<file path="src/logic/sacq_pkg.sv">
// Package for the scope acquisition state control block: register map, fields, states and constants
package sacq_pkg;

    localparam int SACQ_DW = 16;

    // Register byte addresses on the Wishbone slave
    localparam logic [7:0] SACQ_A_CTRL = 8'h00;
    localparam logic [7:0] SACQ_A_PRE = 8'h04;
    localparam logic [7:0] SACQ_A_LEN = 8'h08;
    localparam logic [7:0] SACQ_A_HOLD = 8'h0c;
    localparam logic [7:0] SACQ_A_LEVEL = 8'h10;
    localparam logic [7:0] SACQ_A_WIDTH = 8'h14;
    localparam logic [7:0] SACQ_A_STRM = 8'h18;
    localparam logic [7:0] SACQ_A_STAT = 8'h1c;
    localparam logic [7:0] SACQ_A_CMD = 8'h20;

    // Control register fields
    localparam int SACQ_C_TRIG_EN = 0;
    localparam int SACQ_C_GATE_EN = 1;
    localparam int SACQ_C_RUN = 2;
    localparam int SACQ_C_SRC_LO = 4;
    localparam int SACQ_C_SRC_HI = 6;
    localparam int SACQ_C_OSEL_LO = 8;
    localparam int SACQ_C_OSEL_HI = 10;
    // Command register fields (write-only pulses)
    localparam int SACQ_K_START = 0;
    localparam int SACQ_K_STOP = 1;
    localparam int SACQ_K_FORCE = 2;
    // Streaming register fields
    localparam int SACQ_S_EN0 = 0;
    localparam int SACQ_S_EN1 = 1;
    localparam int SACQ_S_DIV_LO = 8;
    localparam int SACQ_S_DIV_HI = 23;

    localparam logic [31:0] SACQ_CTRL_RST = 32'h0000_0001;
    localparam logic [15:0] SACQ_PRE_RST = 16'h0010;
    localparam logic [15:0] SACQ_LEN_RST = 16'h0040;
    localparam logic [15:0] SACQ_HOLD_RST = 16'h0020;
    localparam logic [15:0] SACQ_LEVEL_RST = 16'h0000;
    localparam logic [7:0] SACQ_WIDTH_RST = 8'h00;
    localparam logic [31:0] SACQ_STRM_RST = 32'h0000_0000;
    localparam logic [15:0] SACQ_ONE = 16'h0001;
    localparam logic [15:0] SACQ_ZERO = 16'h0000;
    localparam int SACQ_NSRC = 5;
    localparam int SACQ_NCH = 2;
    localparam logic [31:0] SACQ_UNMAPPED = 32'h0000_0000;

    typedef enum logic [1:0] {
        SACQ_IDLE = 2'b00,
        SACQ_BUFFER = 2'b01,
        SACQ_ARMED = 2'b10,
        SACQ_ACTIVE = 2'b11
    } sacq_state_e;

    // Trigger output select: 0/1 trigger pulse, 2/3 armed state, 4/5 active state; odd codes invert
    typedef enum logic [2:0] {
        SACQ_OUT_TRIG = 3'b000,
        SACQ_OUT_TRIG_N = 3'b001,
        SACQ_OUT_ARMED = 3'b010,
        SACQ_OUT_ARMED_N = 3'b011,
        SACQ_OUT_ACTIVE = 3'b100,
        SACQ_OUT_ACTIVE_N = 3'b101
    } sacq_osel_e;

    typedef struct packed {
        logic valid;
        logic [SACQ_DW-1:0] data;
    } sacq_smp_s;

    typedef struct packed {
        logic [SACQ_NCH-1:0] valid;
        logic [SACQ_NCH-1:0][SACQ_DW-1:0] data;
    } sacq_strm_s;

endpackage : sacq_pkg

</file>
<file path="src/logic/sacq_top.sv">
// Scope acquisition sequencer with trigger logic, streaming path and Wishbone registers
//
// The Wishbone register port and the register offsets were left to the implementer.
`timescale 1ns/1ps

module sacq_top (
    input wire logic clk_sys, // System clock, 200 MHz
    input wire logic srst, // Synchronous reset, active high
    input wire logic [31:0] wb_adr_i, // Wishbone address
    input wire logic [31:0] wb_dat_i, // Wishbone write data
    output logic [31:0] wb_dat_o, // Wishbone read data
    input wire logic wb_we_i, // Wishbone write enable
    input wire logic [3:0] wb_sel_i, // Wishbone byte selects
    input wire logic wb_cyc_i, // Wishbone cycle
    input wire logic wb_stb_i, // Wishbone strobe
    output logic wb_ack_o, // Wishbone acknowledge
    input wire sacq_pkg::sacq_smp_s smp_i, // Shot sample input
    input wire logic [sacq_pkg::SACQ_NSRC-1:0][sacq_pkg::SACQ_DW-1:0] trig_src_i, // Trigger candidates
    input wire logic gate_pin_i, // Trigger gate pin, asynchronous
    output sacq_pkg::sacq_smp_s rec_o, // Samples to shot memory
    output sacq_pkg::sacq_strm_s strm_o, // Streaming samples to host path
    output logic trig_out_o // Scope-state trigger output pin
);
    import sacq_pkg::*;

    sacq_state_e state_q, state_d;
    logic [31:0] ctrl_q, strm_cfg_q;
    logic [15:0] pre_q, len_q, hold_q, level_q, cnt_q, hold_cnt_q, sdiv_q;
    logic [7:0] width_q, pulse_cnt_q;
    logic [2:0] gate_sync_q;
    logic gate_q, above_q, holding_q, force_q, start_q, trig_out_q, ack_q;
    logic [31:0] rdat_q;
    sacq_smp_s rec_q;
    sacq_strm_s strm_q;

    // Bus decode
    wire bus_req = wb_cyc_i & wb_stb_i & ~ack_q;
    wire bus_wr = bus_req & wb_we_i;
    wire [7:0] adr = wb_adr_i[7:0];

    function automatic logic [31:0] lane_merge(input logic [31:0] old, input logic [31:0] nw, input logic [3:0] sel);
        for (int i = 0; i < 4; i++) begin
            lane_merge[i*8 +: 8] = sel[i] ? nw[i*8 +: 8] : old[i*8 +: 8];
        end
    endfunction : lane_merge

    wire [31:0] ctrl_w = lane_merge(ctrl_q, wb_dat_i, wb_sel_i);
    wire [31:0] pre_w = lane_merge({16'h0000, pre_q}, wb_dat_i, wb_sel_i);
    wire [31:0] len_w = lane_merge({16'h0000, len_q}, wb_dat_i, wb_sel_i);
    wire [31:0] hold_w = lane_merge({16'h0000, hold_q}, wb_dat_i, wb_sel_i);
    wire [31:0] level_w = lane_merge({16'h0000, level_q}, wb_dat_i, wb_sel_i);
    wire [31:0] width_w = lane_merge({24'h000000, width_q}, wb_dat_i, wb_sel_i);
    wire [31:0] strm_w = lane_merge(strm_cfg_q, wb_dat_i, wb_sel_i);
    wire cmd_wr = bus_wr && adr == SACQ_A_CMD && wb_sel_i[0];
    wire cmd_start = cmd_wr & wb_dat_i[SACQ_K_START];
    wire cmd_stop = cmd_wr & wb_dat_i[SACQ_K_STOP];
    wire cmd_force = cmd_wr & wb_dat_i[SACQ_K_FORCE];

    wire [31:0] stat_w = {26'h0000000, holding_q, trig_out_q, 2'b00, state_q};
    wire [31:0] rd_w = (adr == SACQ_A_CTRL) ? ctrl_q :
                       (adr == SACQ_A_PRE) ? {16'h0000, pre_q} :
                       (adr == SACQ_A_LEN) ? {16'h0000, len_q} :
                       (adr == SACQ_A_HOLD) ? {16'h0000, hold_q} :
                       (adr == SACQ_A_LEVEL) ? {16'h0000, level_q} :
                       (adr == SACQ_A_WIDTH) ? {24'h000000, width_q} :
                       (adr == SACQ_A_STRM) ? strm_cfg_q :
                       (adr == SACQ_A_STAT) ? stat_w : SACQ_UNMAPPED;

    // Trigger selection and qualification
    wire [2:0] src_sel = ctrl_q[SACQ_C_SRC_HI:SACQ_C_SRC_LO];
    wire [SACQ_DW-1:0] trig_val = (src_sel < 3'(SACQ_NSRC)) ? trig_src_i[src_sel] : trig_src_i[0];
    wire above = $signed(trig_val) > $signed(level_q);
    wire rise = above & ~above_q;
    wire gate_ok = ~ctrl_q[SACQ_C_GATE_EN] | gate_q;
    wire trig_hit = (rise & gate_ok) | force_q;
    wire trig_en = ctrl_q[SACQ_C_TRIG_EN];
    wire smp_v = smp_i.valid;
    wire running = ctrl_q[SACQ_C_RUN];
    wire arm_go = state_q == SACQ_ARMED && (!trig_en || trig_hit) && !cmd_stop;
    wire sdiv_tick = sdiv_q == SACQ_ZERO;

    // Sequencer
    always_comb begin
        state_d = state_q;
        case (state_q)
            SACQ_IDLE: begin
                if (!holding_q && (start_q || running)) begin
                    state_d = SACQ_BUFFER;
                end
            end
            SACQ_BUFFER: begin
                if (cnt_q >= pre_q) begin
                    state_d = SACQ_ARMED;
                end
            end
            SACQ_ARMED: begin
                if (arm_go) begin
                    state_d = SACQ_ACTIVE;
                end
            end
            SACQ_ACTIVE: begin
                if (smp_v && cnt_q + SACQ_ONE >= len_q) begin
                    state_d = SACQ_IDLE;
                end
            end
            default: state_d = SACQ_IDLE;
        endcase
        if (cmd_stop) begin
            state_d = SACQ_IDLE;
        end
    end

    // Output selection
    wire pulse_on = arm_go || pulse_cnt_q != 8'h00;
    wire [2:0] osel = ctrl_q[SACQ_C_OSEL_HI:SACQ_C_OSEL_LO];
    wire st_armed = state_d == SACQ_ARMED;
    wire st_active = state_d == SACQ_ACTIVE;
    wire tout_d = (osel == SACQ_OUT_TRIG) ? pulse_on :
                  (osel == SACQ_OUT_TRIG_N) ? ~pulse_on :
                  (osel == SACQ_OUT_ARMED) ? st_armed :
                  (osel == SACQ_OUT_ARMED_N) ? ~st_armed :
                  (osel == SACQ_OUT_ACTIVE) ? st_active :
                  (osel == SACQ_OUT_ACTIVE_N) ? ~st_active : 1'b0;

    always_ff @(posedge clk_sys) begin
        if (srst) begin
            ctrl_q <= SACQ_CTRL_RST;
            pre_q <= SACQ_PRE_RST;
            len_q <= SACQ_LEN_RST;
            hold_q <= SACQ_HOLD_RST;
            level_q <= SACQ_LEVEL_RST;
            width_q <= SACQ_WIDTH_RST;
            strm_cfg_q <= SACQ_STRM_RST;
            ack_q <= 1'b0;
            rdat_q <= SACQ_UNMAPPED;
        end else begin
            ack_q <= bus_req;
            if (bus_req) begin
                rdat_q <= rd_w;
            end
            if (bus_wr && adr == SACQ_A_CTRL) begin
                ctrl_q <= ctrl_w;
            end
            if (bus_wr && adr == SACQ_A_PRE) begin
                pre_q <= pre_w[15:0];
            end
            if (bus_wr && adr == SACQ_A_LEN) begin
                len_q <= len_w[15:0];
            end
            if (bus_wr && adr == SACQ_A_HOLD) begin
                hold_q <= hold_w[15:0];
            end
            if (bus_wr && adr == SACQ_A_LEVEL) begin
                level_q <= level_w[15:0];
            end
            if (bus_wr && adr == SACQ_A_WIDTH) begin
                width_q <= width_w[7:0];
            end
            if (bus_wr && adr == SACQ_A_STRM) begin
                strm_cfg_q <= strm_w;
            end
        end
    end

    always_ff @(posedge clk_sys) begin
        if (srst) begin
            state_q <= SACQ_IDLE;
            cnt_q <= SACQ_ZERO;
            hold_cnt_q <= SACQ_ZERO;
            holding_q <= 1'b0;
            start_q <= 1'b0;
            force_q <= 1'b0;
            above_q <= 1'b1;
            gate_sync_q <= 3'b000;
            gate_q <= 1'b0;
        end else begin
            state_q <= state_d;
            gate_sync_q <= {gate_sync_q[1:0], gate_pin_i};
            if (gate_sync_q[2] == gate_sync_q[1]) begin
                gate_q <= gate_sync_q[2];
            end
            above_q <= above;
            start_q <= (start_q | cmd_start) & ~(state_d == SACQ_BUFFER) & ~cmd_stop;
            force_q <= (force_q | cmd_force) & ~arm_go & (state_q != SACQ_IDLE || cmd_force);
            if (state_d != state_q) begin
                cnt_q <= SACQ_ZERO;
            end else if (smp_v && state_q != SACQ_IDLE) begin
                cnt_q <= cnt_q + SACQ_ONE;
            end
            if (state_q == SACQ_ACTIVE && state_d == SACQ_IDLE) begin
                holding_q <= 1'b1;
                hold_cnt_q <= hold_q;
            end else if (holding_q) begin
                if (hold_cnt_q == SACQ_ZERO) begin
                    holding_q <= 1'b0;
                end else begin
                    hold_cnt_q <= hold_cnt_q - SACQ_ONE;
                end
            end
        end
    end

    // Trigger output
    always_ff @(posedge clk_sys) begin
        if (srst) begin
            pulse_cnt_q <= 8'h00;
            trig_out_q <= 1'b0;
        end else begin
            if (arm_go) begin
                pulse_cnt_q <= width_q;
            end else if (pulse_cnt_q != 8'h00) begin
                pulse_cnt_q <= pulse_cnt_q - 8'h01;
            end
            trig_out_q <= tout_d;
        end
    end

    // Shot recording and streaming paths
    always_ff @(posedge clk_sys) begin
        if (srst) begin
            rec_q <= '0;
            strm_q <= '0;
            sdiv_q <= SACQ_ZERO;
        end else begin
            rec_q.valid <= smp_v && state_q != SACQ_IDLE;
            rec_q.data <= smp_i.data;
            if (smp_v) begin
                sdiv_q <= sdiv_tick ? strm_cfg_q[SACQ_S_DIV_HI:SACQ_S_DIV_LO] : sdiv_q - SACQ_ONE;
            end
            for (int c = 0; c < SACQ_NCH; c++) begin
                strm_q.valid[c] <= smp_v && sdiv_tick && strm_cfg_q[SACQ_S_EN0 + c];
                strm_q.data[c] <= (c == 0) ? smp_i.data : trig_val;
            end
        end
    end

    assign wb_ack_o = ack_q;
    assign wb_dat_o = rdat_q;
    assign rec_o = rec_q;
    assign strm_o = strm_q;
    assign trig_out_o = trig_out_q;

    armed_out_a: assert property (@(posedge clk_sys) disable iff (srst)
        osel == SACQ_OUT_ARMED |=> trig_out_q == (state_q == SACQ_ARMED))
        else $error("armed output does not follow armed state");
    armed_inv_a: assert property (@(posedge clk_sys) disable iff (srst)
        osel == SACQ_OUT_ARMED_N |=> trig_out_q == (state_q != SACQ_ARMED))
        else $error("inverted armed output wrong");
    active_out_a: assert property (@(posedge clk_sys) disable iff (srst)
        osel[2:1] == 2'b10 |=> trig_out_q == ((state_q == SACQ_ACTIVE) ^ $past(osel[0])))
        else $error("active output wrong");
    pulse_start_a: assert property (@(posedge clk_sys) disable iff (srst)
        state_q == SACQ_ARMED && state_d == SACQ_ACTIVE && osel == SACQ_OUT_TRIG |=> trig_out_q)
        else $error("no pulse on trigger");
    pulse_inv_a: assert property (@(posedge clk_sys) disable iff (srst)
        arm_go && osel == SACQ_OUT_TRIG_N |=> !trig_out_q)
        else $error("inverted pulse not low");
    gate_block_a: assert property (@(posedge clk_sys) disable iff (srst)
        state_q == SACQ_ARMED && trig_en && ctrl_q[SACQ_C_GATE_EN] && !gate_q && !force_q && !cmd_stop
        |=> state_q == SACQ_ARMED)
        else $error("trigger taken with gate closed");
    no_trig_a: assert property (@(posedge clk_sys) disable iff (srst)
        state_q == SACQ_ARMED && !trig_en && !cmd_stop |=> state_q == SACQ_ACTIVE)
        else $error("armed not passed through");
    hold_off_a: assert property (@(posedge clk_sys) disable iff (srst)
        $fell(state_q == SACQ_ACTIVE) && state_q == SACQ_IDLE |-> holding_q && state_d == SACQ_IDLE)
        else $error("restart without hold-off");
    start_buf_a: assert property (@(posedge clk_sys) disable iff (srst)
        state_q == SACQ_IDLE && !holding_q && start_q && !cmd_stop |=> state_q == SACQ_BUFFER)
        else $error("start did not enter buffer");

    // Sequencing, hold-off, pulse and streaming checks
    reset_idle_a: assert property (@(posedge clk_sys)
        srst |=> state_q == SACQ_IDLE && !trig_out_q && !ack_q && !rec_q.valid && strm_q.valid == 2'b00)
        else $error("reset did not reach idle");
    buf_done_a: assert property (@(posedge clk_sys) disable iff (srst)
        state_q == SACQ_BUFFER && cnt_q >= pre_q && !cmd_stop |=> state_q == SACQ_ARMED)
        else $error("buffer did not arm");
    buf_wait_a: assert property (@(posedge clk_sys) disable iff (srst)
        state_q == SACQ_BUFFER && cnt_q < pre_q |=> state_q == SACQ_BUFFER || state_q == SACQ_IDLE)
        else $error("armed before pre-trigger filled");
    trig_now_a: assert property (@(posedge clk_sys) disable iff (srst)
        state_q == SACQ_ARMED && trig_hit && !cmd_stop |=> state_q == SACQ_ACTIVE)
        else $error("trigger did not start shot");
    edge_only_a: assert property (@(posedge clk_sys) disable iff (srst)
        state_q == SACQ_ARMED && trig_en && !rise && !force_q |=> state_q != SACQ_ACTIVE)
        else $error("shot started without rising crossing");
    shot_wait_a: assert property (@(posedge clk_sys) disable iff (srst)
        state_q == SACQ_ACTIVE && !smp_v && !cmd_stop |=> state_q == SACQ_ACTIVE)
        else $error("shot ended without sample");
    shot_done_a: assert property (@(posedge clk_sys) disable iff (srst)
        state_q == SACQ_ACTIVE && smp_v && cnt_q + SACQ_ONE >= len_q |=> state_q == SACQ_IDLE)
        else $error("shot ran past length");
    hold_idle_a: assert property (@(posedge clk_sys) disable iff (srst)
        holding_q |=> state_q == SACQ_IDLE)
        else $error("left idle during hold-off");
    hold_len_a: assert property (@(posedge clk_sys) disable iff (srst)
        $rose(holding_q) |-> hold_cnt_q == $past(hold_q))
        else $error("hold-off count not loaded");
    restart_run_a: assert property (@(posedge clk_sys) disable iff (srst)
        state_q == SACQ_IDLE && !holding_q && running && !cmd_stop |=> state_q == SACQ_BUFFER)
        else $error("run mode did not restart");
    pulse_load_a: assert property (@(posedge clk_sys) disable iff (srst)
        arm_go |=> pulse_cnt_q == $past(width_q))
        else $error("pulse width not loaded");
    pulse_end_a: assert property (@(posedge clk_sys) disable iff (srst)
        osel == SACQ_OUT_TRIG && !arm_go && pulse_cnt_q == 8'h00 |=> !trig_out_q)
        else $error("pulse output stuck high");
    rec_armed_a: assert property (@(posedge clk_sys) disable iff (srst)
        smp_v && state_q == SACQ_ARMED |=> rec_q.valid)
        else $error("armed sample not recorded");
    rec_idle_a: assert property (@(posedge clk_sys) disable iff (srst)
        state_q == SACQ_IDLE |=> !rec_q.valid)
        else $error("sample recorded while idle");
    strm_gate_a: assert property (@(posedge clk_sys) disable iff (srst)
        !strm_cfg_q[SACQ_S_EN1] |=> !strm_q.valid[1])
        else $error("disabled channel streamed");
    strm_pass_a: assert property (@(posedge clk_sys) disable iff (srst)
        smp_v && sdiv_tick && strm_cfg_q[SACQ_S_EN0]
        |=> strm_q.valid[0] && strm_q.data[0] == $past(smp_i.data))
        else $error("sample not streamed");
    strm_rate_a: assert property (@(posedge clk_sys) disable iff (srst)
        smp_v && !sdiv_tick |=> strm_q.valid == 2'b00)
        else $error("stream divider ignored");

endmodule : sacq_top

</file>
<file path="config.mk">
export PLATFORM = sky130hd
export DESIGN_NAME = sacq_top
export DESIGN_NICKNAME = d
export VERILOG_FILES = /design/src/logic/sacq_pkg.sv /design/src/logic/sacq_top.sv
export SDC_FILE = /design/constraint.sdc
export NUM_CORES = 1
export LEC_CHECK = 0
export BUFFER_PORTS_ARGS = -buffer_cell sky130_fd_sc_hd__buf_2
export CORE_MARGIN = 8
export CORE_UTILIZATION = 50
export DETAILED_ROUTE_END_ITERATION = 7
export PLACE_DENSITY = 0.81
export SLEW_MARGIN = 0
export SYNTH_ARGS = -nofsm -noshare
export SYNTH_HDL_FRONTEND = slang
export SYNTH_SLANG_ARGS = --single-unit
</file>
<file path="constraint.sdc">
create_clock -name clk_sys -period 4.3 [get_ports clk_sys]
set_clock_uncertainty 0.05 [all_clocks]
set_input_delay 0.215 -clock clk_sys [delete_from_list [all_inputs] [get_ports clk_sys]]
set_output_delay 0.215 -clock clk_sys [all_outputs]
set_load 0.01 [all_outputs]
</file>
==> metrics.md <==
| Metric | Value |
|---|---|
| Syn Area/Cell | 8.30 um^2 |
| Vias per cell | 5.93 |
| DRT Pass-1 Iters | 7 |
| Initial DRC Count | 1,348 |
| DRC | 0 |
| Outcome | completed |
| Syn Inst Count | 1,598 |
| Top cells by area in the synthesized netlist | dfxtp_1 41%, nand2_1 6.9%, a21oi_1 6.2%, nor2_1 5.0%, ha_1 5.0% |
| Largest net degree at the start of global routing | 140 |
| Fin nets | 2,052 |
| Pleak | 6.67 nW |
| Syn. warnings | 0 |
| Initial antenna violation count | 2 |
| # port buffers | 231 |
| Largest area contributor in the netlist | dfxtp_1 |
| DRT antenna net count | 0 |
| EDFF count, synth | 0 |
| Critical Path Start Type | register |
| Clock buffer count from CTS | 30 |
| CP Class | reg2reg |
| Crit path time final | 3.91 ns |
| P per Cell Area | 408 mW/mm^2 |
| Top FF cell, synth | dfxtp_1 |
| Die Width | 179 um |
| Die H | 179 um |
| CTS root buffer | clkbuf_16 |
| Area grow syn2layout | 21.9% |
| WP data arrival | 4.31 ns |
| Via count | 13,000 |
| Min-delay worst type | in2reg |
| Sequential area share after synthesis | 0.409 |
| Net Count, Synth | 1,822 |
| Slew Viols, Final | 0 |
| Fmax | 255 MHz |
| Commonest non-fill, non-tap cell in the layout | dfxtp_1 |
| Final period util | 0.910 |
| Most frequent cells in the layout | 270 x dfxtp_1, 243 x nand2_1, 230 x buf_2, 176 x nor2_1, 163 x a21oi_1 |
| Num rows | 59 |
| R2R cell count | 15 |
| Yosys cell types | 69 |
| Max Cap Violations | 0 |
| Synthesized cell area | 0.0133 mm^2 |
| GRT Util Overall | 0.252 |
| Worst endpoint required time | 4.69 ns |
| Initial Util | 0.509 |
| Clock sink count | 271 |
| Peak VDD IR | 0.000496 V |
| Number of H-tree levels | 1 |
| Wire length per cell | 19.4 um |
| Crit. End Element | register |
| GPL Wtd Cong | 0.928 |
| Vias in the first global route | 12,500 |
| RSZ-0062 raised after global routing | false |
| CP max FO | 17 |
| Die area | 0.0320 mm^2 |
| Ys async rst share | 0 |
| CORE AREA | 0.0261 mm^2 |
| CTS tree | built |
| Min-Delay Path Depth | 4 |
| Worst-Margin Slew | 1.07 ns |
| DRT Wirelength | 42.4 mm |
| HPWL Detailed | 30.2 mm |
| Fin Hold WS | 0.123 ns |
| Fin Setup TNS | 0 ns |
| Worst-Skew Late Latency | 0.55 ns |
| First-pass GRT wire length | 65.7 mm |
| Synthesized flop and latch total | 271 |
| Top cell type's share of synthesized area | 0.409 |
| Worst slew margin | 0.285 |
| Hold Fails Final Rpt | 0 |
| Share of layout cells above drive strength 1 | 0.187 |
| IO Count | 256 |
| Max clock buf depth | 3 |
| Final setup viols | 0 |
| Clock-pin transition on the worst setup and hold timing paths | 0.06 ns |
| GRT Residual Overflow | 0 |
routing by layer:
layer,global-route usage,wire length [um],vias to the layer above
met2,0.438,20400,678
met4,0.135,2280,0
met1,0.294,15800,6110
li1,-,-,6044
met3,0.0390,3890,139
met5,0,0,-
kinds of logic after synthesis:
group                      share of synthesized area
and+or+nand+nor                                0.220
DFF                                            0.409
adders and majority gates                     0.0500
buffers and inverters                         0.0566
xor gates and xnor gates                      0.0324
AOI/OAI and AO/OA                              0.159
muxes                                         0.0732
worst max-delay path: stages, from the launching register on:
cell,delay (ns)
dfxtp_1,0.45
buf_12,0.22
mux4_2,0.53
nor2_1,0.12
a21oi_1,0.07
ha_1,0.40
nand4_1,0.22
nor4_1,0.38
nand3b_1,0.17
a31oi_1,0.05
nand4bb_1,0.21
buf_4,0.19
a21boi_2,0.24
nor2_1,0.11
mux2i_1,0.15
o211a_1,0.23
report_power, final:
| part | leakage, nW | switching (mW) | internal (mW) |
|---|---|---|---|
| logic | 3.94 | 0.644 | 0.457 |
| registers | 2.20 | 0.0927 | 2.63 |
| clock network | 0.529 | 1.05 | 1.71 |
repair_timing:
item | in CTS | in global routing
buffers inserted | 0 | 0
endpoints found under the hold margin | 142 | 0
hold buffers | 49 | 0
endpoints found under the setup margin | 0 | 17
gates resized for setup | 0 | 2
cell type report:
| type | instances | area, um^2 |
|---|---|---|
| antenna | 2 | 5.00 |
| multi-input combinational | 1151 | 7090 |
| clock inverter | 17 | 248 |
| inverter | 64 | 243 |
| tap | 335 | 419 |
| fill | 2140 | 9900 |
| sequential | 271 | 5430 |
| timing repair buffer | 310 | 1900 |
| clock buffer | 38 | 822 |
sequential cells by signal, indices dropped and copies added (netlist names), 16 cells and up:
signal and cells:
cnt_q 16, ctrl_q 32, hold_cnt_q 16, hold_q 16, len_q 16, level_q 16, pre_q 16, sdiv_q 16
strm_cfg_q 32, strm_o 34, wb_dat_o 32
path summary, 6_finish.rpt:
path,start,to,slack (ns)
worst max-delay path,ctrl_q[4],trig_out_o,0.39
worst min register to register,gate_sync_q[0],gate_sync_q[1],0.40
worst min-delay path,trig_src_i[15],strm_o[31],0.12
worst max register to register,ctrl_q[4],trig_out_o,0.39
per-stage QoR:
step / power, mW / std cells / worst slack (ns) / area [um^2] / util
after floorplan: 3.52 / 1598 / 0.380 / 13300 / -
after global placement: 3.79 / 2082 / 0.536 / 14600 / 0.560
after detailed placement: 3.82 / 2082 / 0.453 / 14600 / 0.560
after CTS: 6.61 / 2186 / 0.351 / 16100 / 0.620
after global routing: 6.89 / 2188 / 0.0621 / 16200 / 0.620
final: 6.59 / 2188 / 0.386 / 16200 / 0.620
Yosys cell counts (4+ instances only):
master / count
a211o_1: 4
a211oi_1: 24
a21oi_1: 163
a221oi_1: 27
a222oi_1: 16
a22oi_1: 14
a311oi_1: 5
and2_1: 6
and3_1: 9
buf_2: 11
buf_4: 17
clkbuf_1: 78
dfxtp_1: 271
ha_1: 53
inv_1: 63
mux2i_1: 61
mux4_2: 16
nand2_1: 243
nand3_1: 72
nand3b_1: 5
nand4_1: 16
nor2_1: 178
nor2b_1: 39
nor3_1: 39
nor4_1: 6
o21ai_0: 43
o31ai_1: 4
xnor2_1: 34
xor2_1: 15
No activity file was read; power rests on OpenSTA's default activity.
